File: config.mk
export PLATFORM = sky130hd
export DESIGN_NAME = mpi_insert
export DESIGN_NICKNAME = d
export VERILOG_FILES = /design/src/core/mpi_pkg.sv /design/src/core/mpi_mode_sel.sv /design/src/core/mpi_pattern_gen.sv /design/src/core/mpi_insert.sv
export VERILOG_INCLUDE_DIRS = /design/src /design/src/core
export SDC_FILE = /design/constraint.sdc
export NUM_CORES = 1
export LEC_CHECK = 0
export BUFFER_PORTS_ARGS = -buffer_cell sky130_fd_sc_hd__clkbuf_2
export CAP_MARGIN = 5
export CORE_MARGIN = 2
export CORE_UTILIZATION = 40
export CTS_BUF_LIST = sky130_fd_sc_hd__clkbuf_8 sky130_fd_sc_hd__clkbuf_16
export CTS_CLUSTER_SIZE = 14
export DETAILED_ROUTE_END_ITERATION = 12
export PLACE_DENSITY = 0.67
export SYNTH_ARGS = -nofsm -noshare
export SYNTH_HDL_FRONTEND = slang
export SYNTH_SLANG_ARGS = --single-unit
export TNS_END_PERCENT = 5
File: constraint.sdc
create_clock -name CORE_CLK -period 6.1 [get_ports CORE_CLK]
set_clock_uncertainty 0.1 [all_clocks]
set_input_delay 0.915 -clock CORE_CLK [delete_from_list [all_inputs] [get_ports CORE_CLK]]
set_output_delay 0.915 -clock CORE_CLK [all_outputs]
set_load 0.01 [all_outputs]
File: src/core/mpi_regs.svh
`ifndef MPI_REGS_SVH
`define MPI_REGS_SVH
// ---------------------------------------------------------------
// Register map
// ---------------------------------------------------------------
`define MPI_TX_LINE_CONFIG_ADDR 16'h1130
`define MPI_TX_PATTERN_SELECT_ADDR 16'h114C
`define MPI_FRAME_POS_ADDR 16'h1150
`define MPI_CFG_RESET 8'h00
`define MPI_PAT_RESET 8'h0C
`define MPI_PAT_WMASK 8'hDF
// Configuration fields
`define MPI_CFG_IDLE_BIT 5
`define MPI_CFG_AIS_BIT 4
`define MPI_CFG_LOS_BIT 3
// Pattern fields
`define MPI_PAT_UNFRAMED_BIT 7
`define MPI_PAT_RELAX_BIT 6
`define MPI_PAT_LOSPOL_BIT 4
`endif

File: src/core/mpi_pkg.sv
package mpi_pkg;
  // Override currently in force on the outbound stream
  typedef enum logic [2:0] {
    MPI_MODE_DATA,
    MPI_MODE_IDLE,
    MPI_MODE_AIS_FRAMED,
    MPI_MODE_AIS_UNFRAMED,
    MPI_MODE_LOS
  } mpi_mode_type;
  // One outbound bit with its slot class
  typedef struct packed {
    logic valid;
    logic data;
    logic overhead;
    logic cbit;
  } mpi_bit_type;
endpackage : mpi_pkg

File: src/core/mpi_mode_sel.sv
`timescale 1ns/10ps
`include "mpi_regs.svh"
module mpi_mode_sel
  import mpi_pkg::*;
(
  input wire logic [7:0] cfg,
  input wire logic [7:0] pat,
  output mpi_mode_type mode
);
  // ---------------------------------------------------------------
  // Fixed priority decode
  // ---------------------------------------------------------------
  // fixed priority order
  always_comb begin
    if (cfg[`MPI_CFG_LOS_BIT]) begin
      mode = MPI_MODE_LOS;
    end else if (cfg[`MPI_CFG_AIS_BIT]) begin
      mode = pat[`MPI_PAT_UNFRAMED_BIT] ? MPI_MODE_AIS_UNFRAMED : MPI_MODE_AIS_FRAMED;
    end else if (cfg[`MPI_CFG_IDLE_BIT]) begin
      mode = MPI_MODE_IDLE;
    end else begin
      mode = MPI_MODE_DATA;
    end
  end
endmodule : mpi_mode_sel

File: src/core/mpi_pattern_gen.sv
`timescale 1ns/10ps
module mpi_pattern_gen (
  input wire logic clk,
  input wire logic rst,
  input wire logic advance,
  input wire logic [3:0] idle_pattern,
  output logic alt_bit,
  output logic idle_bit
);
  logic alt_reg;
  logic [1:0] idle_idx_reg;
  // ---------------------------------------------------------------
  // Payload pattern phases, stepping on payload bits only
  // ---------------------------------------------------------------
  always_ff @(posedge clk) begin
    if (rst) begin
      alt_reg <= 1'b1;
      idle_idx_reg <= 2'h3;
    end else if (advance) begin
      alt_reg <= ~alt_reg;
      idle_idx_reg <= idle_idx_reg - 2'h1;
    end
  end
  assign alt_bit = alt_reg;
  assign idle_bit = idle_pattern[idle_idx_reg];
endmodule : mpi_pattern_gen

File: src/core/mpi_insert.sv
// Decided for this implementation: register access over APB.
`timescale 1ns/10ps
`include "mpi_regs.svh"
// Contract
// - Signal loss select zero sends all zeros.
// - Signal loss select one sends all ones.
// - Signal loss command replaces every payload and overhead bit.
// - Signal loss command beats every other configuration bit.
// - Strict alarm: framed alternating payload, valid M/F/P, C-bits zero.
// - Relaxed alarm: same framing, C-bits passed through.
// - Relax select zero forces C-bits zero during framed alarm.
// - Relax select one sends relaxed framed alarm.
// - Alarm command bit starts and stops alarm transmission.
// - Alarm command ignored while signal loss command set.
// - Unframed select one sends unframed all ones alarm.
// - Idle command ignored while loss or alarm command set.
module mpi_insert
  import mpi_pkg::*;
(
  input wire logic CORE_CLK,
  input wire logic RST,
  input wire logic [15:0] PADDR,
  input wire logic PSEL,
  input wire logic PENABLE,
  input wire logic PWRITE,
  input wire logic [31:0] PWDATA,
  input wire logic [3:0] PSTRB,
  output logic [31:0] PRDATA,
  output logic PREADY,
  output logic PSLVERR,
  input wire mpi_bit_type IN_BIT,
  output mpi_bit_type OUT_BIT,
  output logic [2:0] MODE
);
  logic [7:0] cfg_reg;
  logic [7:0] pat_reg;
  logic [31:0] prdata_reg;
  logic pready_reg;
  logic pslverr_reg;
  mpi_bit_type out_reg;
  mpi_bit_type out_next;
  logic [2:0] mode_reg;
  logic [15:0] pos_reg;
  mpi_mode_type mode;
  logic alt_bit;
  logic idle_bit;
  logic advance;
  logic setup;
  logic known;

  // ---------------------------------------------------------------
  // APB slave
  // ---------------------------------------------------------------
  function automatic logic addr_known(input logic [15:0] a);
    addr_known = (a == `MPI_TX_LINE_CONFIG_ADDR) || (a == `MPI_TX_PATTERN_SELECT_ADDR)
      || (a == `MPI_FRAME_POS_ADDR);
  endfunction : addr_known

  assign setup = PSEL && !PENABLE;
  assign known = addr_known(PADDR);

  // No wait state: answer in the access cycle
  always_ff @(posedge CORE_CLK) begin
    if (RST) begin
      pready_reg <= 1'b0;
      pslverr_reg <= 1'b0;
    end else begin
      pready_reg <= setup;
      pslverr_reg <= setup && !known;
    end
  end

  // Read data captured in setup
  always_ff @(posedge CORE_CLK) begin
    if (RST) begin
      prdata_reg <= 32'h0000_0000;
    end else if (setup && !PWRITE) begin
      case (PADDR)
        `MPI_TX_LINE_CONFIG_ADDR: prdata_reg <= {24'h000000, cfg_reg};
        `MPI_TX_PATTERN_SELECT_ADDR: prdata_reg <= {24'h000000, pat_reg};
        `MPI_FRAME_POS_ADDR: prdata_reg <= {13'h0000, mode_reg, pos_reg};
        default: prdata_reg <= 32'h0000_0000;
      endcase
    end
  end

  always_ff @(posedge CORE_CLK) begin
    if (RST) begin
      cfg_reg <= `MPI_CFG_RESET;
      pat_reg <= `MPI_PAT_RESET;
    end else if (PSEL && PENABLE && pready_reg && PWRITE && PSTRB[0]) begin
      if (PADDR == `MPI_TX_LINE_CONFIG_ADDR) begin
        cfg_reg <= PWDATA[7:0];
      end
      if (PADDR == `MPI_TX_PATTERN_SELECT_ADDR) begin
        pat_reg <= PWDATA[7:0] & `MPI_PAT_WMASK;
      end
    end
  end

  // ---------------------------------------------------------------
  // Pattern override
  // ---------------------------------------------------------------
  mpi_mode_sel u_mode_sel (
    .cfg(cfg_reg),
    .pat(pat_reg),
    .mode(mode)
  );

  assign advance = IN_BIT.valid && !IN_BIT.overhead;

  mpi_pattern_gen u_pattern_gen (
    .clk(CORE_CLK),
    .rst(RST),
    .advance(advance),
    .idle_pattern(pat_reg[3:0]),
    .alt_bit(alt_bit),
    .idle_bit(idle_bit)
  );

  always_comb begin
    out_next = IN_BIT;
    case (mode)
      MPI_MODE_LOS: begin
        out_next.data = pat_reg[`MPI_PAT_LOSPOL_BIT];
      end
      MPI_MODE_AIS_UNFRAMED: begin
        out_next.data = 1'b1;
      end
      MPI_MODE_AIS_FRAMED: begin
        if (!IN_BIT.overhead) begin
          out_next.data = alt_bit;
        end else if (IN_BIT.cbit && !pat_reg[`MPI_PAT_RELAX_BIT]) begin
          out_next.data = 1'b0;
        end
      end
      MPI_MODE_IDLE: begin
        if (!IN_BIT.overhead) begin
          out_next.data = idle_bit;
        end
      end
      default: out_next = IN_BIT;
    endcase
  end

  // Registered outbound bit
  always_ff @(posedge CORE_CLK) begin
    if (RST) begin
      out_reg <= '0;
      mode_reg <= 3'h0;
    end else begin
      out_reg <= out_next;
      mode_reg <= 3'(mode);
    end
  end

  // Payload bit position counter, for software visibility
  always_ff @(posedge CORE_CLK) begin
    if (RST) begin
      pos_reg <= 16'h0000;
    end else if (advance) begin
      pos_reg <= pos_reg + 16'h0001;
    end
  end

  assign PRDATA = prdata_reg;
  assign PREADY = pready_reg;
  assign PSLVERR = pslverr_reg;
  assign OUT_BIT = out_reg;
  assign MODE = mode_reg;

  // ---------------------------------------------------------------
  // Checks
  // ---------------------------------------------------------------
  chk_los_data: assert property (@(posedge CORE_CLK) disable iff (RST)
    (cfg_reg[3] && IN_BIT.valid) |=> (OUT_BIT.data == $past(pat_reg[4])))
    else $error("signal loss bit wrong");
  chk_los_mode: assert property (@(posedge CORE_CLK) disable iff (RST)
    cfg_reg[3] |=> (MODE == 3'h4))
    else $error("signal loss not top priority");
  chk_ais_ignored: assert property (@(posedge CORE_CLK) disable iff (RST)
    (cfg_reg[3] && cfg_reg[4]) |=> (MODE != 3'h2 && MODE != 3'h3))
    else $error("alarm not ignored");
  chk_unframed_ones: assert property (@(posedge CORE_CLK) disable iff (RST)
    (!cfg_reg[3] && cfg_reg[4] && pat_reg[7]) |=> OUT_BIT.data)
    else $error("unframed alarm not ones");
  chk_cbit_zero: assert property (@(posedge CORE_CLK) disable iff (RST)
    (!cfg_reg[3] && cfg_reg[4] && !pat_reg[7] && !pat_reg[6] && IN_BIT.cbit && IN_BIT.overhead)
    |=> !OUT_BIT.data)
    else $error("strict alarm C-bit not zero");
  chk_cbit_pass: assert property (@(posedge CORE_CLK) disable iff (RST)
    (!cfg_reg[3] && cfg_reg[4] && !pat_reg[7] && pat_reg[6] && IN_BIT.overhead)
    |=> (OUT_BIT.data == $past(IN_BIT.data)))
    else $error("relaxed alarm overhead altered");
  chk_alt_payload: assert property (@(posedge CORE_CLK) disable iff (RST)
    (mode == MPI_MODE_AIS_FRAMED && advance) |=> (OUT_BIT.data == !alt_bit))
    else $error("alarm payload not alternating");
  chk_idle_ignored: assert property (@(posedge CORE_CLK) disable iff (RST)
    (cfg_reg[5] && (cfg_reg[3] || cfg_reg[4])) |=> (MODE != 3'h1))
    else $error("idle not ignored");
  chk_data_pass: assert property (@(posedge CORE_CLK) disable iff (RST)
    (cfg_reg[5:3] == 3'h0) |=> (OUT_BIT == $past(IN_BIT)))
    else $error("data altered with no override");
  cov_los: cover property (@(posedge CORE_CLK) MODE == 3'h4);
  cov_ais_framed: cover property (@(posedge CORE_CLK) MODE == 3'h2);
  cov_ais_unframed: cover property (@(posedge CORE_CLK) MODE == 3'h3);
  cov_idle: cover property (@(posedge CORE_CLK) MODE == 3'h1);
endmodule : mpi_insert

==> results of run 1 <==
==> synthesized netlist by cell type, drive strengths merged, types with 7 or more instances <==
library cell | count | share of area, %
nand2 | 25 | 3.3
nand3 | 33 | 5.8
buf | 19 | 5.0
a22oi | 7 | 2.0
o21ai | 20 | 3.5
dfxtp | 62 | 43
nor4 | 7 | 3.1
a21oi | 33 | 5.8
nor2 | 13 | 1.7
xnor2 | 10 | 3.1
a21boi | 7 | 1.8
a221oi | 7 | 2.6
clkbuf | 16 | 2.1
==> power breakdown <==
part / switching, mW / internal, mW / leakage (nW)
combinational: 0.0277 / 0.0176 / 0.603
sequential: 0.00313 / 0.409 / 0.502
clock: 0.152 / 0.194 / 0.0993
==> worst min-delay path: stages, from the launching register on <==
cell and delay (ns):
dfxtp_1 0.31, nand2_1 0.05, a21oi_1 0.05
==> path summary, 6_finish.rpt <==
check        cells past startpoint  slack, ns          end
min reg2reg                      2       0.35   PRDATA[11]
max                              5       2.86    PRDATA[3]
min                              2       0.35   PRDATA[11]
max reg2reg                      4       3.94  pos_reg[15]
==> cell type report <==
type | instances | area, µm² | area share, %
multi-input combinational | 232 | 1440 | 43.1
inverter | 6 | 22.5 | 0.675
tap | 96 | 120 | 3.60
clock buffer | 10 | 138 | 4.12
clock inverter | 5 | 51.3 | 1.54
sequential | 62 | 1240 | 37.2
timing repair buffer | 64 | 328 | 9.82
==> metal layers <==
layer	up-vias	wire (µm)	GRT usage [%]
met4	0	82	7.44
li1	1248	-	-
met3	9	359	3.73
met5	-	0	0
met1	1179	2930	22.8
met2	76	3280	28.9
==> kinds of logic after synthesis <==
logic type | Yosys count
adders and majority gates | 1
buffers and inverters | 41
and+or+nand+nor | 125
DFF | 62
muxes | 2
AOI/OAI and AO/OA | 79
other | 1
xor gates and xnor gates | 12
==> through the flow <==
| step | area (µm²) | total power, mW | setup WS, ns |
|---|---|---|---|
| 2_1_floorplan | 2910 | 0.453 | 3.38 |
| 3_3_place_gp | 3150 | 0.466 | 2.57 |
| 3_5_place_dp | 3150 | 0.466 | 2.60 |
| 4_1_cts | 3340 | 0.812 | 2.92 |
| 5_1_grt | 3340 | 0.834 | 2.80 |
| 6_report | 3340 | 0.804 | 2.86 |
==> results.json, run 1 <==
{
  "max_cap_violations": 0,
  "synth_cells": 323,
  "muxShareOfSynthArea_pct": 1.14,
  "final_util_pct": 48.6,
  "synth_simple_gate_area_share_pct": 26.0,
  "drv_slew": 0,
  "critPathArrivalTime_ns": 3.36,
  "period_needed_ns": 3.24,
  "cts-root-buf": "clkbuf_8",
  "htreeDepth": 3,
  "antenna_cells": 0,
  "layout.cells.most_common": "dfxtp_1",
  "yosysWarnings": 0,
  "holdCritStartpoint": "PRDATA[11]",
  "rsz0062_at_grt": "false",
  "n_fill_cell": 686,
  "antenna_left": 0,
  "port_buffers": 61,
  "synth_edf_count": 0,
  "crit_type": "primary input to register",
  "layout_common_cells": "dfxtp_1 (62), clkbuf_2 (61), nand3_1 (33), a21oi_1 (33), nand2_1 (25)",
  "path_delay_family": "simple AND/OR/NAND/NOR gates",
  "largest_register_ffs": 19,
  "initial_core_util_pct": 41.6,
  "avgRoutedWirePerCell_um": 14.0,
  "core_um2": 6870,
  "viasPerCell": 5.29,
  "ir_drop_v": 0.000136,
  "path_clk_slew_ns": 0.07,
  "cts-resized-gates": 0,
  "drcViolationCount": 0,
  "postSynth.asyncResetShare_pct": 0,
  "ys_ff_latch": 62,
  "p_leak_nw": 1.20,
  "slowest_stage": "nor4_4",
  "r2r-start": "pos_reg[3]",
  "synth-xor-area-share_pct": 3.67,
  "nNetsFinal": 437,
  "clock_latency_ns": 0.34,
  "crit_path_max_fanout": 17,
  "dp_cells": 460,
  "synthAdderAreaFrac_pct": 0.437,
  "instances_no_fill": 475,
  "syn_area_um2": 2860,
  "fp.dieH_um": 88.6,
  "die_x_um": 88.6,
  "hp-class": "register to register",
  "numClockSinks": 62,
  "antenna_found_initial": 0,
  "max_stage_delay_ns": 0.97,
  "vias": 2512,
  "grt_usage_pct": 17.7,
  "crit_chain": "clkbuf_2 > or4b_1 > nor4_4 > o31ai_2 > a221oi_1",
  "dieArea_um2": 7840,
  "tritoncts": "done",
  "drt_iter0_markers": 166,
  "syn_area_per_cell_um2": 8.86,
  "grt_pass1_vias": 2285,
  "rows": 30,
  "required_ns": 6.23,
  "ios": 102,
  "clockBufferDepth": 2,
  "worst_slew_pin_slew_ns": 1.02,
  "hold_violations": 0,
  "synthFlopType": "dfxtp_1",
  "cp-end-kind": "register",
  "synth.distinct_cells": 47,
  "gp_congestion": 0.789,
  "cts_setup_buffers": 0,
  "post-route-period-util_pct": 53.0,
  "synth_top_family_by_area": "simple AND/OR/NAND/NOR gates",
  "dp_hpwl_um": 4620,
  "outcome": "completed",
  "grt_max_degree": 62,
  "synth-compound-area-share_pct": 17.3,
  "areaGrowthSynthToFinish_pct": 16.7,
  "drt-pass1-iter-count": 4,
  "grt_pass1_wl_um": 10800,
  "max_freq_mhz": 309,
  "grt_overflow": 0,
  "cts_buffers": 9,
  "drive_gt1_share_pct": 23.7,
  "hold_ws_ns": 0.349,
  "slew_headroom_pct": 31.4,
  "ctsHoldBuffers": 0,
  "drt_wl_total_um": 6650,
  "power_density_nw_per_um2": 241,
  "start_kind": "primary input",
  "yosysSeqAreaShare_pct": 43.4,
  "cp_num_buf_inv": 1,
  "critPathLaunch": "PADDR[13]",
  "setup_viol": 0,
  "fin_setup_tns_ns": 0
}
No activity file was read; power rests on OpenSTA's default activity.
==> inputs of run 2 (changes only) <==
PLACE_DENSITY = 0.69   (was 0.67)
clock period = 2.85 ns   (was 6.1 ns; I/O delays follow)
==> run 2 against run 1 <==
Register-to-register slack lost 3.3 ns. Via count hardly changed. Sequential power up 110%. First-iteration DRC count is 8.4% higher.
==> results.json, run 2 (synthesis results as in run 1) <==
{
  "outcome": "completed",
  "grt_pass1_wl_um": 10800,
  "grt_pass1_vias": 2260,
  "r2r-end": "pos_reg[15]",
  "nNetsFinal": 441,
  "dp_hpwl_um": 4800,
  "path_clk_slew_ns": 0.07,
  "post-route-period-util_pct": 76.9,
  "hold_violations": 0,
  "hold-path-cell-count": 2,
  "crit_path_max_fanout": 8,
  "initial_core_util_pct": 41.6,
  "drv_slew": 0,
  "grt_overflow": 0,
  "cts-root-buf": "clkbuf_8",
  "holdCritStartpoint": "PENABLE",
  "grt.busiest_layer": "met2",
  "avgRoutedWirePerCell_um": 13.8,
  "clock_latency_ns": 0.35,
  "hold_ws_ns": 0.204,
  "slew_headroom_pct": 56.3,
  "ir_drop_v": 0.000337,
  "drt_wl_total_um": 6600,
  "setup_viol": 0,
  "max_cap_violations": 0,
  "cts_buffers": 9,
  "r2r-start": "pos_reg[3]",
  "die_x_um": 88.6,
  "power_density_nw_per_um2": 540,
  "drive_gt1_share_pct": 24.7,
  "port_buffers": 61,
  "crit_type": "primary input to register",
  "numClockSinks": 62,
  "met1_usage_pct": 23.8,
  "gr-usage-met2_pct": 28.1,
  "cts-resized-gates": 0,
  "vias": 2513,
  "tritoncts": "done",
  "worst_slew_pin_slew_ns": 0.651,
  "ios": 102,
  "layout_common_cells": "dfxtp_1 (62), clkbuf_2 (61), nand3_1 (33), a21oi_1 (33), nand2_1 (25)",
  "areaGrowthSynthToFinish_pct": 18.9,
  "critPathArrivalTime_ns": 2.32,
  "cp-end-kind": "register",
  "max_freq_mhz": 456,
  "rsz0062_at_grt": "false",
  "antenna_left": 0,
  "fin_setup_tns_ns": 0,
  "fp.dieH_um": 88.6,
  "dieArea_um2": 7840,
  "period_needed_ns": 2.19,
  "antenna_cells": 0,
  "drt_iter0_markers": 180,
  "drt-pass1-iter-count": 4,
  "start_kind": "primary input",
  "worstHoldEndpoint": "PREADY",
  "core_um2": 6870,
  "grt_max_degree": 23,
  "p_leak_nw": 1.24,
  "ctsHoldBuffers": 0,
  "hp-class": "primary input to register",
  "rows": 30,
  "htreeDepth": 3,
  "largest_register_ffs": 19,
  "viasPerCell": 5.24,
  "r2r_setup_slack_ns": 0.69,
  "gr-usage-met3_pct": 5.41,
  "rr_worst_depth": 4,
  "layout.cells.most_common": "dfxtp_1",
  "clockBufferDepth": 2,
  "n_fill_cell": 671,
  "antenna_found_initial": 0,
  "grt_usage_pct": 17.9,
  "gp_congestion": 0.781,
  "drcViolationCount": 0,
  "cts_setup_buffers": 0,
  "required_ns": 2.97
}
-- run 2: power by group --
group          leakage [nW]  total [mW]  switching [mW]  internal (mW)
sequential            0.502       0.882         0.00630          0.876
clock                 0.114       0.855           0.341          0.514
combinational         0.623      0.0986          0.0592         0.0394
-- run 2: layer usage --
layer  part of all wire, %  routed length, µm
met2                    48               3190
met4                   1.6                107
met3                   5.3                352
met5                     0                  0
met1                    45               2950
-- run 2: worst max-delay path: stages --
cell,delay (ns)
clkbuf_2,0.07
or4b_1,0.72
or4_1,0.76
o21ai_0,0.24
a21oi_1,0.09
-- run 2: layout make-up --
type | instances | area, µm² | share of cell area (%)
multi-input cells | 232 | 1440 | 42.3
flip-flops and latches | 62 | 1240 | 36.5
clock inverters | 6 | 85.1 | 2.50
repair buffers | 68 | 358 | 10.5
well taps | 96 | 120 | 3.53
inverters | 6 | 22.5 | 0.662
clock buffers | 10 | 138 | 4.05
-- run 2: through the flow --
stage | setup WS, ns | std cells | util [%] | area [µm²] | power, mW
finish | 0.657 | 480 | 49.5 | 3400 | 1.84
global placement | 0.352 | 464 | 46.3 | 3180 | 0.998
detailed placement | 0.301 | 464 | 46.3 | 3180 | 1.00
global route | 0.547 | 480 | 49.5 | 3400 | 1.91
floorplan | 0.613 | 335 | - | 2910 | 0.969
CTS | 0.658 | 480 | 49.5 | 3400 | 1.85
-- run 2: worst max path at each step --
stage                          start          end  depth (start not counted)
final                      PADDR[13]   cfg_reg[0]                          5
after global routing      pos_reg[4]  pos_reg[15]                          4
after floorplan            PADDR[13]   cfg_reg[0]                          6
after global placement     PADDR[13]   cfg_reg[1]                          5
after detailed placement   PADDR[13]   cfg_reg[0]                          5
after CTS                  PADDR[13]   cfg_reg[0]                          5
==> inputs of run 3 (changes only) <==
ABC_AREA = 1   (was default)
PLACE_DENSITY = 0.66   (was 0.69)
clock period = 2.3 ns   (was 2.85 ns; I/O delays follow)
==> run 3 against run 2 <==
First-iteration DRC count down 16%. Setup slack better by 0.027 ns. Final cell count up 19%. Design area up 2.8%. Die area up 4.0%. Synthesized cell count up 26%. Non-clock buffer count down 3. Critical endpoint is now pos_reg[14]. Highest routed layer unchanged.
==> results.json, run 3 <==
{
  "outcome": "completed",
  "share_comb_of_total_power_pct": 6.6,
  "syn_area_um2": 2980,
  "avgRoutedWirePerCell_um": 11.4,
  "dp_hpwl_um": 4730,
  "yosysWarnings": 0,
  "ir_drop_v": 0.000302,
  "p_int_mw": 1.66,
  "syn_area_per_cell_um2": 7.34,
  "grt_pass1_vias": 2453,
  "initial_core_util_pct": 41.1,
  "yosysSeqAreaShare_pct": 41.6,
  "die_x_um": 90.3,
  "layout.cells.most_common": "nand2_1",
  "ios": 102,
  "port_buffers": 61,
  "grt_overflow": 0,
  "numClockSinks": 62,
  "path_clk_slew_ns": 0.08,
  "grt_max_degree": 36,
  "fp.dieH_um": 90.3,
  "layout_common_cells": "nand2_1 (73), dfxtp_1 (62), clkbuf_2 (61), a21oi_1 (44), nor2_1 (39)",
  "cpMostUsedCell": "nand2_1",
  "rsz0062_at_grt": "false",
  "crit_path_max_fanout": 5,
  "cp-end-kind": "register",
  "r2r_setup_slack_ns": 0.68,
  "synth_cells": 406,
  "synthFlopType": "dfxtp_1",
  "antenna_found_initial": 0,
  "gp_congestion": 0.811,
  "htreeDepth": 3,
  "cts_setup_buffers": 0,
  "sw_frac_of_total_pct": 25.9,
  "r2r-start": "pos_reg[0]",
  "p_leak_nw": 1.63,
  "antenna_left": 0,
  "drt_iter0_markers": 152,
  "areaGrowthSynthToFinish_pct": 17.3,
  "p_sw_mw": 0.580,
  "drcViolationCount": 0,
  "tritoncts": "done",
  "netlist.top_cell.by_area": "dfxtp_1",
  "drive_gt1_share_pct": 22.3,
  "crit_chain": "ha_1 > nand2_1 > nor2_1 > nand2_1 > inv_2 > nand3b_1 > nor2_1 > nand2_1 > nand2_1 > nor2_1",
  "rr_worst_depth": 10,
  "fin_setup_tns_ns": 0,
  "max_stage_delay_ns": 0.43,
  "drt_wl_total_um": 6510,
  "post-route-period-util_pct": 70.3,
  "cts-resized-gates": 0,
  "synth_edf_count": 0,
  "ctsHoldBuffers": 0,
  "drt-pass1-iter-count": 5,
  "critPathArrivalTime_ns": 1.75,
  "dpl_cell_area_um2": 3290,
  "yosysTopAreaCellShare_pct": 41.6,
  "crit_type": "register to register",
  "setup_viol": 0,
  "multi_input_area_um2": 1440,
  "crit_end": "pos_reg[14]",
  "postSynth.asyncResetShare_pct": 0,
  "clockBufferDepth": 2,
  "clkPwrFrac_pct": 44.1,
  "viasPerCell": 4.68,
  "final_area_um2": 3500,
  "power_density_nw_per_um2": 641,
  "grt_pass1_wl_um": 11100,
  "start_kind": "register",
  "totalPowerFinal_mw": 2.24,
  "netlist_top_cells_count": "nand2_1 (73), dfxtp_1 (62), a21oi_1 (44)",
  "nNetsFinal": 528,
  "hold_violations": 0,
  "max_cap_violations": 0,
  "drv_slew": 0,
  "n_fill_cell": 756,
  "p_seq_share_pct": 49.3,
  "slowest_stage": "dfxtp_1",
  "cts_buffers": 9,
  "clock_latency_ns": 0.34,
  "hp-class": "primary input to register",
  "max_freq_mhz": 619,
  "cts-root-buf": "clkbuf_8",
  "regArea_um2": 1240,
  "ys_ff_latch": 62,
  "critPathLaunch": "pos_reg[0]",
  "synth.most_common_cell": "nand2_1",
  "period_needed_ns": 1.62,
  "synth.distinct_cells": 35,
  "synth_area_leaders": "dfxtp_1 (42%), nand2_1 (9.2%), a21oi_1 (7.4%), nand3_1 (6.4%), o21ai_0 (5.5%)",
  "rows": 31,
  "largest_register_ffs": 19,
  "grt_usage_pct": 16.7,
  "r2r-end": "pos_reg[14]",
  "dieArea_um2": 8160,
  "vias": 2666,
  "required_ns": 2.43,
  "antenna_cells": 0,
  "core_um2": 7250
}
run 3: through the flow:
stage               std cells  util [%]  hold WS [ns]  setup WS (ns)
floorplan                 418         -         0.343          0.898
global placement          554      45.4         0.353          0.562
detailed placement        554      45.4         0.356          0.524
CTS                       570      48.2         0.112          0.700
global route              570      48.2         0.113          0.493
finish                    570      48.2         0.120          0.684
run 3: power by group through the flow:
stage          clock network (mW)  registers, mW  logic [mW]
5_1_grt                      1.06           1.11       0.168
2_1_floorplan                   0           1.14      0.0962
6_report                    0.989           1.11       0.148
3_5_place_dp                    0           1.13       0.149
3_3_place_gp                    0           1.13       0.147
4_1_cts                      1.00           1.11       0.150
run 3: critical path, delay by kind of cell (launching register included):
kind	cells	cell delay (ns)
AND/OR/NAND/NOR	8	0.70
flip-flops	1	0.43
buffers and inverters	1	0.08
adder cells (fa/ha/maj)	1	0.20
run 3: worst min-delay path by stage:
stage                 end  slack (ns)        from  cells after the start
2_1_floorplan  pos_reg[5]        0.34  pos_reg[5]                      1
3_3_place_gp   PRDATA[18]        0.35     MODE[2]                      2
3_5_place_dp    PRDATA[4]        0.36   PRDATA[4]                      2
4_1_cts        OUT_BIT[0]        0.11   IN_BIT[0]                      3
5_1_grt        OUT_BIT[0]        0.11   IN_BIT[0]                      3
6_report       OUT_BIT[0]        0.12   IN_BIT[0]                      3
run 3: cell families (layout without fill, tap and decap cells):
family	count (synthesis)	after routing	synth area share (%)
simple gates	180	180	29.6
other cells	1	13	0.126
fa+ha+maj	1	1	0.420
compound gates	93	93	16.3
xor+xnor	1	1	0.294
flops	62	62	41.6
buf+inv	68	121	11.5
run 3: final cells by class:
type	count	area share (%)
multi-input combinational	288	41.2
sequential	62	35.5
timing repair buffer	65	9.59
inverter	40	4.29
clock buffer	9	3.54
tap	99	3.54
clock inverter	7	2.33
run 3: routing by layer:
layer  vias to the layer above  routed length (µm)  share of wire [%]  track usage (%)
met4                         0                  82                1.3             6.54
met2                        66                2890                 44             26.1
met3                         7                 313                4.8             3.42
li1                       1422                   -                  -                -
met1                      1171                3220                 49             22.7
met5                         -                   0                  0                0
